`src/rtl/ccfg_pkg.sv`:
```
// constants and types of the channel enable and power configuration bank
package ccfg_pkg;
   localparam int unsigned NUM_CH = 8;

   localparam logic [7:0] ADDR_INPUT_CHANNEL_ENABLE = 8'h73;
   localparam logic [7:0] ADDR_OUTPUT_SLOT_ENABLE   = 8'h74;
   localparam logic [7:0] ADDR_POWER_CONFIGURATION  = 8'h75;
   localparam logic [7:0] ADDR_CHANNEL_POWER_STATUS = 8'h76;
   localparam logic [7:0] ADDR_DEVICE_MODE_STATUS   = 8'h77;

   localparam logic [7:0] RST_INPUT_CHANNEL_ENABLE = 8'hF0;
   localparam logic [7:0] RST_OUTPUT_SLOT_ENABLE   = 8'h00;
   localparam logic [7:0] RST_POWER_CONFIGURATION  = 8'h00;
   localparam logic [7:0] ZERO_BYTE                = 8'h00;

   // power_configuration fields
   localparam int unsigned MIC_BIAS_BIT   = 7;
   localparam int unsigned CONV_POWER_BIT = 6;
   localparam int unsigned PLL_POWER_BIT  = 5;
   localparam int unsigned DYN_POWER_BIT  = 4;
   localparam int unsigned RANGE_HI_BIT   = 3;
   localparam int unsigned RANGE_LO_BIT   = 2;

   // device_mode_status field
   localparam int unsigned MODE_HI_BIT = 7;
   localparam int unsigned MODE_LO_BIT = 5;

   typedef logic [2:0] ccfg_mode_t;
   localparam ccfg_mode_t MODE_SLEEP      = 3'h4;
   localparam ccfg_mode_t MODE_ACTIVE_OFF = 3'h6;
   localparam ccfg_mode_t MODE_ACTIVE_ON  = 3'h7;

   typedef logic [1:0] ccfg_range_t;
   localparam ccfg_range_t RANGE_CH2 = 2'h0;
   localparam ccfg_range_t RANGE_CH4 = 2'h1;
   localparam ccfg_range_t RANGE_CH6 = 2'h2;
   localparam ccfg_range_t RANGE_CH8 = 2'h3;

   typedef enum logic [1:0] {
      CCFG_IDLE,
      CCFG_ACTIVE_OFF,
      CCFG_RECORDING
   } ccfg_state_e;
endpackage : ccfg_pkg

```
`src/rtl/ccfg_power_if.sv`:
```
// control and status bundle between the bank and its helper modules
`timescale 1ns/10ps
interface ccfg_power_if;
   import ccfg_pkg::*;
   logic [7:0]  input_channel_enable;
   logic [7:0]  output_slot_enable;
   logic        converter_power_on;
   logic        dynamic_channel_power_enable;
   ccfg_range_t dynamic_channel_range_select;
   logic        recording;
   logic [7:0]  channel_power;
   logic [7:0]  slot_drive_enable;

   modport ctrl (
      output input_channel_enable,
      output output_slot_enable,
      output converter_power_on,
      output dynamic_channel_power_enable,
      output dynamic_channel_range_select,
      output recording,
      input  channel_power,
      input  slot_drive_enable
   );
   modport chan (
      input  input_channel_enable,
      input  converter_power_on,
      input  dynamic_channel_power_enable,
      input  dynamic_channel_range_select,
      input  recording,
      output channel_power
   );
   modport slot (
      input  output_slot_enable,
      output slot_drive_enable
   );
endinterface : ccfg_power_if

```
`src/rtl/ccfg_chan_power.sv`:
```
// per-channel power state, bit 7 is channel 1
`timescale 1ns/10ps
module ccfg_chan_power
   import ccfg_pkg::*;
(
   input wire logic   clock,
   input wire logic   sys_rst,
   ccfg_power_if.chan pwr
);
   logic [7:0] power_q;
   logic [7:0] power_d;
   logic [3:0] range_top;

   always_comb begin
      case (pwr.dynamic_channel_range_select)
         RANGE_CH2: range_top = 4'h2;
         RANGE_CH4: range_top = 4'h4;
         RANGE_CH6: range_top = 4'h6;
         default:   range_top = 4'h8;
      endcase
   end

   for (genvar b = 0; b < NUM_CH; b++) begin : g_ch
      localparam logic [3:0] CH_NUM = 4'(NUM_CH - b);
      always_comb begin
         if (!pwr.converter_power_on) begin
            power_d[b] = 1'b0;
         end else if (!pwr.recording) begin
            power_d[b] = pwr.input_channel_enable[b];
         end else if (pwr.dynamic_channel_power_enable
                      && CH_NUM <= range_top) begin
            power_d[b] = pwr.input_channel_enable[b];
         end else begin
            power_d[b] = power_q[b];
         end
      end
   end

   always_ff @(posedge clock) begin
      if (sys_rst) begin
         power_q <= ZERO_BYTE;
      end else begin
         power_q <= power_d;
      end
   end

   assign pwr.channel_power = power_q;
endmodule : ccfg_chan_power

```
`src/rtl/ccfg_slot_drive.sv`:
```
// output slot drive enables of the audio serial interface
`timescale 1ns/10ps
module ccfg_slot_drive
   import ccfg_pkg::*;
(
   input wire logic   clock,
   input wire logic   sys_rst,
   ccfg_power_if.slot pwr
);
   logic [7:0] drive_q;

   always_ff @(posedge clock) begin
      if (sys_rst) begin
         drive_q <= RST_OUTPUT_SLOT_ENABLE;
      end else begin
         drive_q <= pwr.output_slot_enable;
      end
   end

   assign pwr.slot_drive_enable = drive_q;
endmodule : ccfg_slot_drive

```
`src/rtl/ccfg_bank.sv`:
```
// channel enable and power configuration register bank
//
// How it works
// one enable per input channel, bit 7 is channel 1, one enables.
// channels five to eight pdm only, reset disabled; one to four enabled.
// each output slot is driven when its enable is one, else tri-stated.
// all output slot enables reset to zero.
// power bit 7 switches microphone bias, resets off.
// power bit 6 zero powers all channels down; one powers enabled ones.
// power bit 5 switches the pll, resets off.
// dynamic bit zero freezes channel power while anything records.
// dynamic bit one allows per-channel changes; host keeps channel one on.
// bits 3-2 pick channels 1-2, 1-4, 1-6 or 1-8 for dynamic mode.
// mode status reads 4 sleep, 6 active idle, 7 active recording.
// read-only power status bit per channel, one when powered.
`timescale 1ns/10ps
module ccfg_bank
   import ccfg_pkg::*;
(
   input  wire logic       clock,
   input  wire logic       sys_rst,
   input  wire logic       sleep_req,
   input  wire logic [7:0] reg_addr,
   input  wire logic [7:0] reg_wdata,
   input  wire logic       reg_wr,
   input  wire logic       reg_rd,
   output logic      [7:0] reg_rdata,
   output logic            reg_rvalid,
   output logic            mic_bias_power_on,
   output logic            pll_power_on,
   output logic      [7:0] channel_power,
   output logic      [7:0] slot_drive_enable
);
   logic [7:0]  input_channel_enable_q;
   logic [7:0]  output_slot_enable_q;
   logic [7:0]  power_configuration_q;
   ccfg_state_e state_q;
   ccfg_state_e state_d;
   ccfg_mode_t  mode_val;
   logic [7:0]  rdata_q;
   logic        rvalid_q;
   logic        mic_bias_q;
   logic        pll_q;
   logic [7:0]  mode_byte;

   ccfg_power_if pwr ();

   // software-written registers
   always_ff @(posedge clock) begin
      if (sys_rst) begin
         input_channel_enable_q <= RST_INPUT_CHANNEL_ENABLE;
      end else if (reg_wr && reg_addr == ADDR_INPUT_CHANNEL_ENABLE) begin
         input_channel_enable_q <= reg_wdata;
      end
   end

   always_ff @(posedge clock) begin
      if (sys_rst) begin
         output_slot_enable_q <= RST_OUTPUT_SLOT_ENABLE;
      end else if (reg_wr && reg_addr == ADDR_OUTPUT_SLOT_ENABLE) begin
         output_slot_enable_q <= reg_wdata;
      end
   end

   always_ff @(posedge clock) begin
      if (sys_rst) begin
         power_configuration_q <= RST_POWER_CONFIGURATION;
      end else if (reg_wr && reg_addr == ADDR_POWER_CONFIGURATION) begin
         power_configuration_q <= reg_wdata;
      end
   end

   // steering into the helper modules
   assign pwr.input_channel_enable = input_channel_enable_q;
   assign pwr.output_slot_enable   = output_slot_enable_q;
   assign pwr.converter_power_on   =
      power_configuration_q[CONV_POWER_BIT] && !sleep_req;
   assign pwr.dynamic_channel_power_enable =
      power_configuration_q[DYN_POWER_BIT];
   assign pwr.dynamic_channel_range_select =
      power_configuration_q[RANGE_HI_BIT:RANGE_LO_BIT];
   assign pwr.recording = (state_q == CCFG_RECORDING);

   ccfg_chan_power u_chan_power (
      .clock   (clock),
      .sys_rst (sys_rst),
      .pwr     (pwr.chan)
   );

   ccfg_slot_drive u_slot_drive (
      .clock   (clock),
      .sys_rst (sys_rst),
      .pwr     (pwr.slot)
   );

   // analog power switches
   always_ff @(posedge clock) begin
      if (sys_rst) begin
         mic_bias_q <= 1'b0;
         pll_q      <= 1'b0;
      end else begin
         mic_bias_q <= power_configuration_q[MIC_BIAS_BIT]
                       && !sleep_req;
         pll_q      <= power_configuration_q[PLL_POWER_BIT]
                       && !sleep_req;
      end
   end

   // device mode tracking
   always_comb begin
      case (state_q)
         CCFG_IDLE:       state_d = CCFG_ACTIVE_OFF;
         CCFG_ACTIVE_OFF: state_d = CCFG_RECORDING;
         CCFG_RECORDING:  state_d = CCFG_ACTIVE_OFF;
         default:         state_d = CCFG_IDLE;
      endcase
      if (sleep_req) begin
         state_d = CCFG_IDLE;
      end else if (pwr.channel_power != ZERO_BYTE) begin
         state_d = CCFG_RECORDING;
      end else begin
         state_d = CCFG_ACTIVE_OFF;
      end
   end

   always_ff @(posedge clock) begin
      if (sys_rst) begin
         state_q <= CCFG_IDLE;
      end else begin
         state_q <= state_d;
      end
   end

   always_comb begin
      case (state_q)
         CCFG_ACTIVE_OFF: mode_val = MODE_ACTIVE_OFF;
         CCFG_RECORDING:  mode_val = MODE_ACTIVE_ON;
         default:         mode_val = MODE_SLEEP;
      endcase
      mode_byte = ZERO_BYTE;
      mode_byte[MODE_HI_BIT:MODE_LO_BIT] = mode_val;
   end

   // register read port
   always_ff @(posedge clock) begin
      if (sys_rst) begin
         rdata_q  <= ZERO_BYTE;
         rvalid_q <= 1'b0;
      end else begin
         rvalid_q <= reg_rd;
         if (reg_rd) begin
            case (reg_addr)
               ADDR_INPUT_CHANNEL_ENABLE: rdata_q <= input_channel_enable_q;
               ADDR_OUTPUT_SLOT_ENABLE:   rdata_q <= output_slot_enable_q;
               ADDR_POWER_CONFIGURATION:  rdata_q <= power_configuration_q;
               ADDR_CHANNEL_POWER_STATUS: rdata_q <= channel_power;
               ADDR_DEVICE_MODE_STATUS:   rdata_q <= mode_byte;
               default:                   rdata_q <= ZERO_BYTE;
            endcase
         end
      end
   end

   assign reg_rdata         = rdata_q;
   assign reg_rvalid        = rvalid_q;
   assign mic_bias_power_on = mic_bias_q;
   assign pll_power_on      = pll_q;
   assign channel_power     = pwr.channel_power;
   assign slot_drive_enable = pwr.slot_drive_enable;
endmodule : ccfg_bank

```
`config.mk`:
```
export PLATFORM = sky130hd
export DESIGN_NAME = ccfg_bank
export DESIGN_NICKNAME = d
export VERILOG_FILES = /design/src/rtl/ccfg_pkg.sv /design/src/rtl/ccfg_power_if.sv /design/src/rtl/ccfg_chan_power.sv /design/src/rtl/ccfg_slot_drive.sv /design/src/rtl/ccfg_bank.sv
export SDC_FILE = /design/constraint.sdc
export NUM_CORES = 1
export LEC_CHECK = 0
export BUFFER_PORTS_ARGS = -buffer_cell sky130_fd_sc_hd__buf_2
export CELL_PAD_IN_SITES_DETAIL_PLACEMENT = 0
export CELL_PAD_IN_SITES_GLOBAL_PLACEMENT = 1
export CORE_ASPECT_RATIO = 0.9
export CORE_MARGIN = 2
export CORE_UTILIZATION = 30
export CTS_CLUSTER_SIZE = 24
export DETAILED_ROUTE_END_ITERATION = 12
export PLACE_DENSITY_LB_ADDON = 0.25
export SLEW_MARGIN = 20
export SYNTH_ARGS = -nofsm -noshare
export SYNTH_HDL_FRONTEND = slang
export SYNTH_HIERARCHICAL = 1
export SYNTH_SLANG_ARGS = --single-unit
export TNS_END_PERCENT = 100
```
`constraint.sdc`:
```
create_clock -name clock -period 3 [get_ports clock]
set_input_delay 0.6 -clock clock [delete_from_list [all_inputs] [get_ports clock]]
set_output_delay 0.6 -clock clock [all_outputs]
set_load 0.02 [all_outputs]
```
After elaboration in Yosys (flattened, before gate mapping):

Cells that the tools add are included.

* memories: 0
* output and inout bits: 27
* input port bits: 21
* logic and storage cells: 82
* bits in read-only memories: 0
* flip-flop bits (word level): 53
* memory bits (writable): 0
* latch bits: 0

* shift operators: 0
* equal/unequal tests: 17
* order comparisons: 8
* muxes and demuxes: 20
* $add $sub $neg: 0
* multipliers: 0
* reductions and logical operators: 19
* div/mod/pow operators: 0
* bitwise operators: 1

Operators by type and width (count)
* equality test 8 x 7 -> 1 bit (second input constant): 5
* case mux 8 bit (5 select lines): 1
* <= comparator 3 x 4 -> 1 bit (first input constant): 4
* two-way mux 1 bit: 16
* != test 2 bit (second input constant): 8
* logical AND 1 bit: 14
* case mux 4 bit (3 select lines): 1
* <= comparator 2 x 4 -> 1 bit (first input constant): 2
* nonzero test 8 bit: 1
* equality test 2 x 1 -> 1 bit (second input constant): 2
* equality test 2 bit (second input constant): 2
* <= comparator 1 x 4 -> 1 bit (first input constant): 1
* <= comparator 4 bit (first input constant): 1
* case mux 2 bit (2 select lines): 1
* OR reduction 2 bit: 2
* logical NOT 2 bit: 1
* two-way mux 2 bit: 1
* logical NOT 1 bit: 1
* inverter 1 bit: 1

Longest topological paths before layout:

* depth in word-level cells: 6
* mapped depth: 6
* depth with buffers taken out: 6

Hierarchy:

Netlist, hierarchy kept.

By module, submodules not included
* ccfg_bank: times used 1, cells each 175, area each 1711.6 um^2, seq. area each 740.7 um^2
* ccfg_chan_power: times used 1, cells each 37, area each 359.1 um^2, seq. area each 160.2 um^2
* ccfg_slot_drive: times used 1, cells each 16, area each 210.2 um^2, seq. area each 160.2 um^2

Worst setup path before layout:

No wires, ideal clock.

* path kind: input-to-reg
* start: in reg_addr[1]
* end: reg output_slot_enable_q[0]
* data required time: 2.872 ns
* cell stages on the path: 5
* library setup time: 0.128 ns
* data arrival time: 1.547 ns
* slack: 1.326 ns
* path buffers: 1
* cells stage by stage: buf_6 > nand4bb_4 > nor3_4 > mux2i_1 > nor2_1

* longest elaborated chain between the ends: 2

RTL lines
* start: declaration: line ccfg_bank.sv:23 `input wire logic [7:0] reg_addr,`
* equality test 8 x 7 -> 1 bit: line ccfg_bank.sv:60 `end else if (reg_wr && reg_addr == ADDR_OUTPUT_SLOT_ENABLE) begin`
* logical AND 1 bit: line ccfg_bank.sv:60
* end signal: assignment: line ccfg_bank.sv:61 `output_slot_enable_q <= reg_wdata;`
* end: declaration: line ccfg_bank.sv:35 `logic [7:0] output_slot_enable_q;`

No other way between the ends.
A chain may end at the register's enable or synchronous reset.

Worst setup path after layout:

* start: in reg_addr[1]
* end: reg output_slot_enable_q[4]

Same word-level chain as after synthesis.

==> key figures <==
Power and ir drop
  – Leak: 1.09 nW
  – Peak supply drop: 0.142 mV
  – Power per cell area: 436 mW/mm2

Critical path
  – CP max stage delay: 0.54 ns
  – Critical path type: primary input to flop
  – Crit-path slowest cell: nor3_4
  – Worst Setup End Kind: flop
  – Crit start category: primary input
  – Arrival time worst endpoint: 1.98 ns
  – Crit path cell chain: buf_2 -> nand4bb_4 -> nor3_4 -> mux2i_1 -> nor2_1
  – Largest fanout on the critical path: 18
  – CP required: 3.19 ns

CTS
  – CTS Root Cell: clkbuf_8
  – Hold buffers post-CTS: 0
  – CTS clock-pin slew for the worst setup and hold paths: 0.09 ns
  – CTS tree: done
  – TritonCTS Sinks: 53
  – Post-CTS Resized: 0
  – Max Root-Sink Buffers: 2
  – Clock latency on the worst-skew pair: 0.31 ns
  – TritonCTS buffer count: 5
  – H-tree Lvls: 2
  – Post CTS Setup Buffer Count: 0

Synthesis
  – Post-Syn Area: 0.00228 mm2
  – Yosys reg bits: 53
  – Top post-synthesis cells by area: dfxtp_1 47%, mux2i_1 11%, nor2_1 5.3%, mux2_2 3.5%, nor2b_1 3.0%
  – Gate Count Post-Synth: 228
  – Area fraction of the dominant cell type after synthesis: 46.5%
  – Post-synthesis sequential area ratio: 46.5%
  – Mapped Nets: 251
  – Number of distinct library cells after synthesis: 41
  – Synth area leader: dfxtp_1
  – Syn. warnings: 6
  – Syn_area_per_cell: 10.0 um2

Placement
  – Placer congestion estimate: 0.734
  – Placed cell areas: 0.00259 mm2
  – # port buffers: 47
  – DP HPWL: 4020 um

Routing
  – Post-DR wirelength/cell: 14.9 um
  – Remaining DRCs: 0
  – M1 wire length: 2730 um
  – Final ANT Viol Nets: 0
  – Drt first-iter violations: 81
  – Vias after detailed routing: 1765
  – Max Used Layer: met4
  – Routed met2 length: 2380 um
  – Met3 wire length: 326 um
  – DR pass1 iterations: 4
  – Post-Route WL: 5520 um
  – Drt via density: 4.77

Die
  – Num rows: 30
  – Die area: 0.00832 mm2
  – Height of the die: 86.7 um
  – Core area: 0.00747 mm2
  – Initial Util: 30.5%
  – Die width: 95.9 um
  – IO Count: 48

Global route
  – Global Route Usage Sum: 14.2%
  – Largest net degree at the start of global routing: 24
  – Initial antenna violation count: 0
  – GR Overflow Total: 0
  – First-pass GRT wire length: 8810 um
  – Vias in the first global route: 1638

STA
  – Fin crit period: 1.79 ns
  – Max-slew headroom: 54.6%
  – Fmax: 559 MHz
  – Setup Viol. Count Final: 0
  – Worst-Margin Slew: 0.679 ns
  – Setup TNS Final: 0 ns
  – Final hold violations: 0
  – Final Skew: 0.00555 ns
  – Final period util: 59.6%
  – Final slew viol count: 0
  – RSZ-0062 raised after global routing: false

Status
  – Status: finished clean

Run
  – Maxcap violations: 0

Final layout
  – Area Overhead vs Synth: 17.2%
  – Fin nets: 297
  – Final Instance Area: 0.00267 mm2
  – Layout cell share with drive strength beyond 1: 27.0%
  – Antenna diode count: 0

Hold path
  – Tightest Hold Check Type: flop to flop
## power by group
| group | leakage [nW] | internal, mW | switching (mW) |
|---|---|---|---|
| clock | 0.0412 | 0.162 | 0.231 |
| sequential | 0.427 | 0.705 | 0.000718 |
| combinational | 0.618 | 0.0252 | 0.0432 |
| total | 1.09 | 0.892 | 0.275 |
## worst paths after layout
check	startpoint	to	slack [ns]	cells past startpoint
max reg2reg	state_q[0]	reg_rdata[5]	1.57	6
min	reg_rdata[5]	reg_rdata[5]	0.45	2
max	reg_addr[1]	output_slot_enable_q[4]	1.21	5
min reg2reg	reg_rdata[5]	reg_rdata[5]	0.45	2
## layout by cell type (no fill, tap or decap), types with 2 or more instances in the layout
| master | count |
|---|---|
| dfxtp_1 | 53 |
| buf_2 | 47 |
| nor2_1 | 32 |
| mux2i_1 | 25 |
| nand2_1 | 13 |
| nor2b_1 | 11 |
| a21oi_1 | 8 |
| o21ai_1 | 8 |
| mux2_2 | 7 |
| a22oi_1 | 7 |
| nor3_1 | 6 |
| a22o_1 | 6 |
| clkbuf_8 | 5 |
| nand3_1 | 5 |
| inv_1 | 3 |
| nand2b_1 | 3 |
| o21ai_0 | 3 |
| buf_4 | 3 |
| nor3_4 | 2 |
| nor4_1 | 2 |
| nor3b_1 | 2 |
| ha_1 | 2 |
| a21bo_1 | 2 |
| a21oi_2 | 2 |
## per-stage QoR
stage	instances	setup WS [ns]	utilization [%]	power, mW	hold WS, ns
floorplan	228	1.33	-	0.760	0.454
global placement	363	0.948	34.7	0.792	0.439
detailed placement	363	0.904	34.7	0.792	0.440
CTS	370	1.19	35.8	1.19	0.454
global route	370	1.13	35.8	1.22	0.474
finish	370	1.21	35.8	1.17	0.449
## kinds of logic (layout without fill, tap and decap cells)
group | Yosys count | count (layout) | synth area share [%]
buf+inv | 14 | 60 | 3.40
compound gates | 41 | 41 | 12.7
mux | 32 | 32 | 14.4
flops | 53 | 53 | 46.5
simple gates | 86 | 86 | 21.9
fa+ha+maj | 2 | 2 | 1.10
## flip-flops by register name, indices dropped and copies added (netlist names)
name / flops
input_channel_enable_q: 8
output_slot_enable_q: 8
power_configuration_q: 8
reg_rdata: 8
u_chan_power/pwr.channel_power: 8
u_slot_drive/pwr.slot_drive_enable: 8
state_q: 2
mic_bias_power_on: 1
pll_power_on: 1
reg_rvalid: 1
## cells in the mapped netlist
library cell and count:
o21ai_0 3, buf_2 2, ha_1 2, nand3b_1 1, nand2_1 13, a21oi_1 8, nor3_4 2, buf_4 2
nor4_1 2, nand2b_2 1, nor3_1 6, a22o_1 6, and3_1 1, nand2b_1 3, dfxtp_1 53, buf_1 1
o21ai_1 8, nor3_2 1, nand4b_4 1, clkbuf_1 4, a21oi_2 2, o22ai_1 1, nor3b_1 2, buf_6 2
nand4bb_4 1, or4b_1 1, a211oi_1 1, or2_0 1, and2b_1 1, nor2b_1 11, o21ai_2 1, inv_1 3
a22oi_1 7, a21boi_4 1, a21bo_1 2, mux2_2 7, a32o_1 1, nand3b_4 1, nand3_1 5, nor2_1 32
mux2i_1 25
## metal layers
metal  global-route usage [%]  up-vias
met5                        0        -
met4                     4.29        0
met3                     3.39        6
met2                     20.2       43
met1                     21.1      829
li1                         -      887
## area by class of cell
type                    count  area (um2)
fillers                   809        4800
multi-input cells         161        1140
flip-flops and latches     53        1060
repair buffers             50         258
well taps                  96         120
clock buffers               6        72.6
inverters                   3        11.3
clock inverters             1        8.76
## worst max-delay path, delay by kind of cell
family                 cells  cell delay [ns]
and+or+nand+nor            3             0.88
buffers and inverters      1             0.23
muxes                      1             0.26
Power figures use the tool's default switching activity.
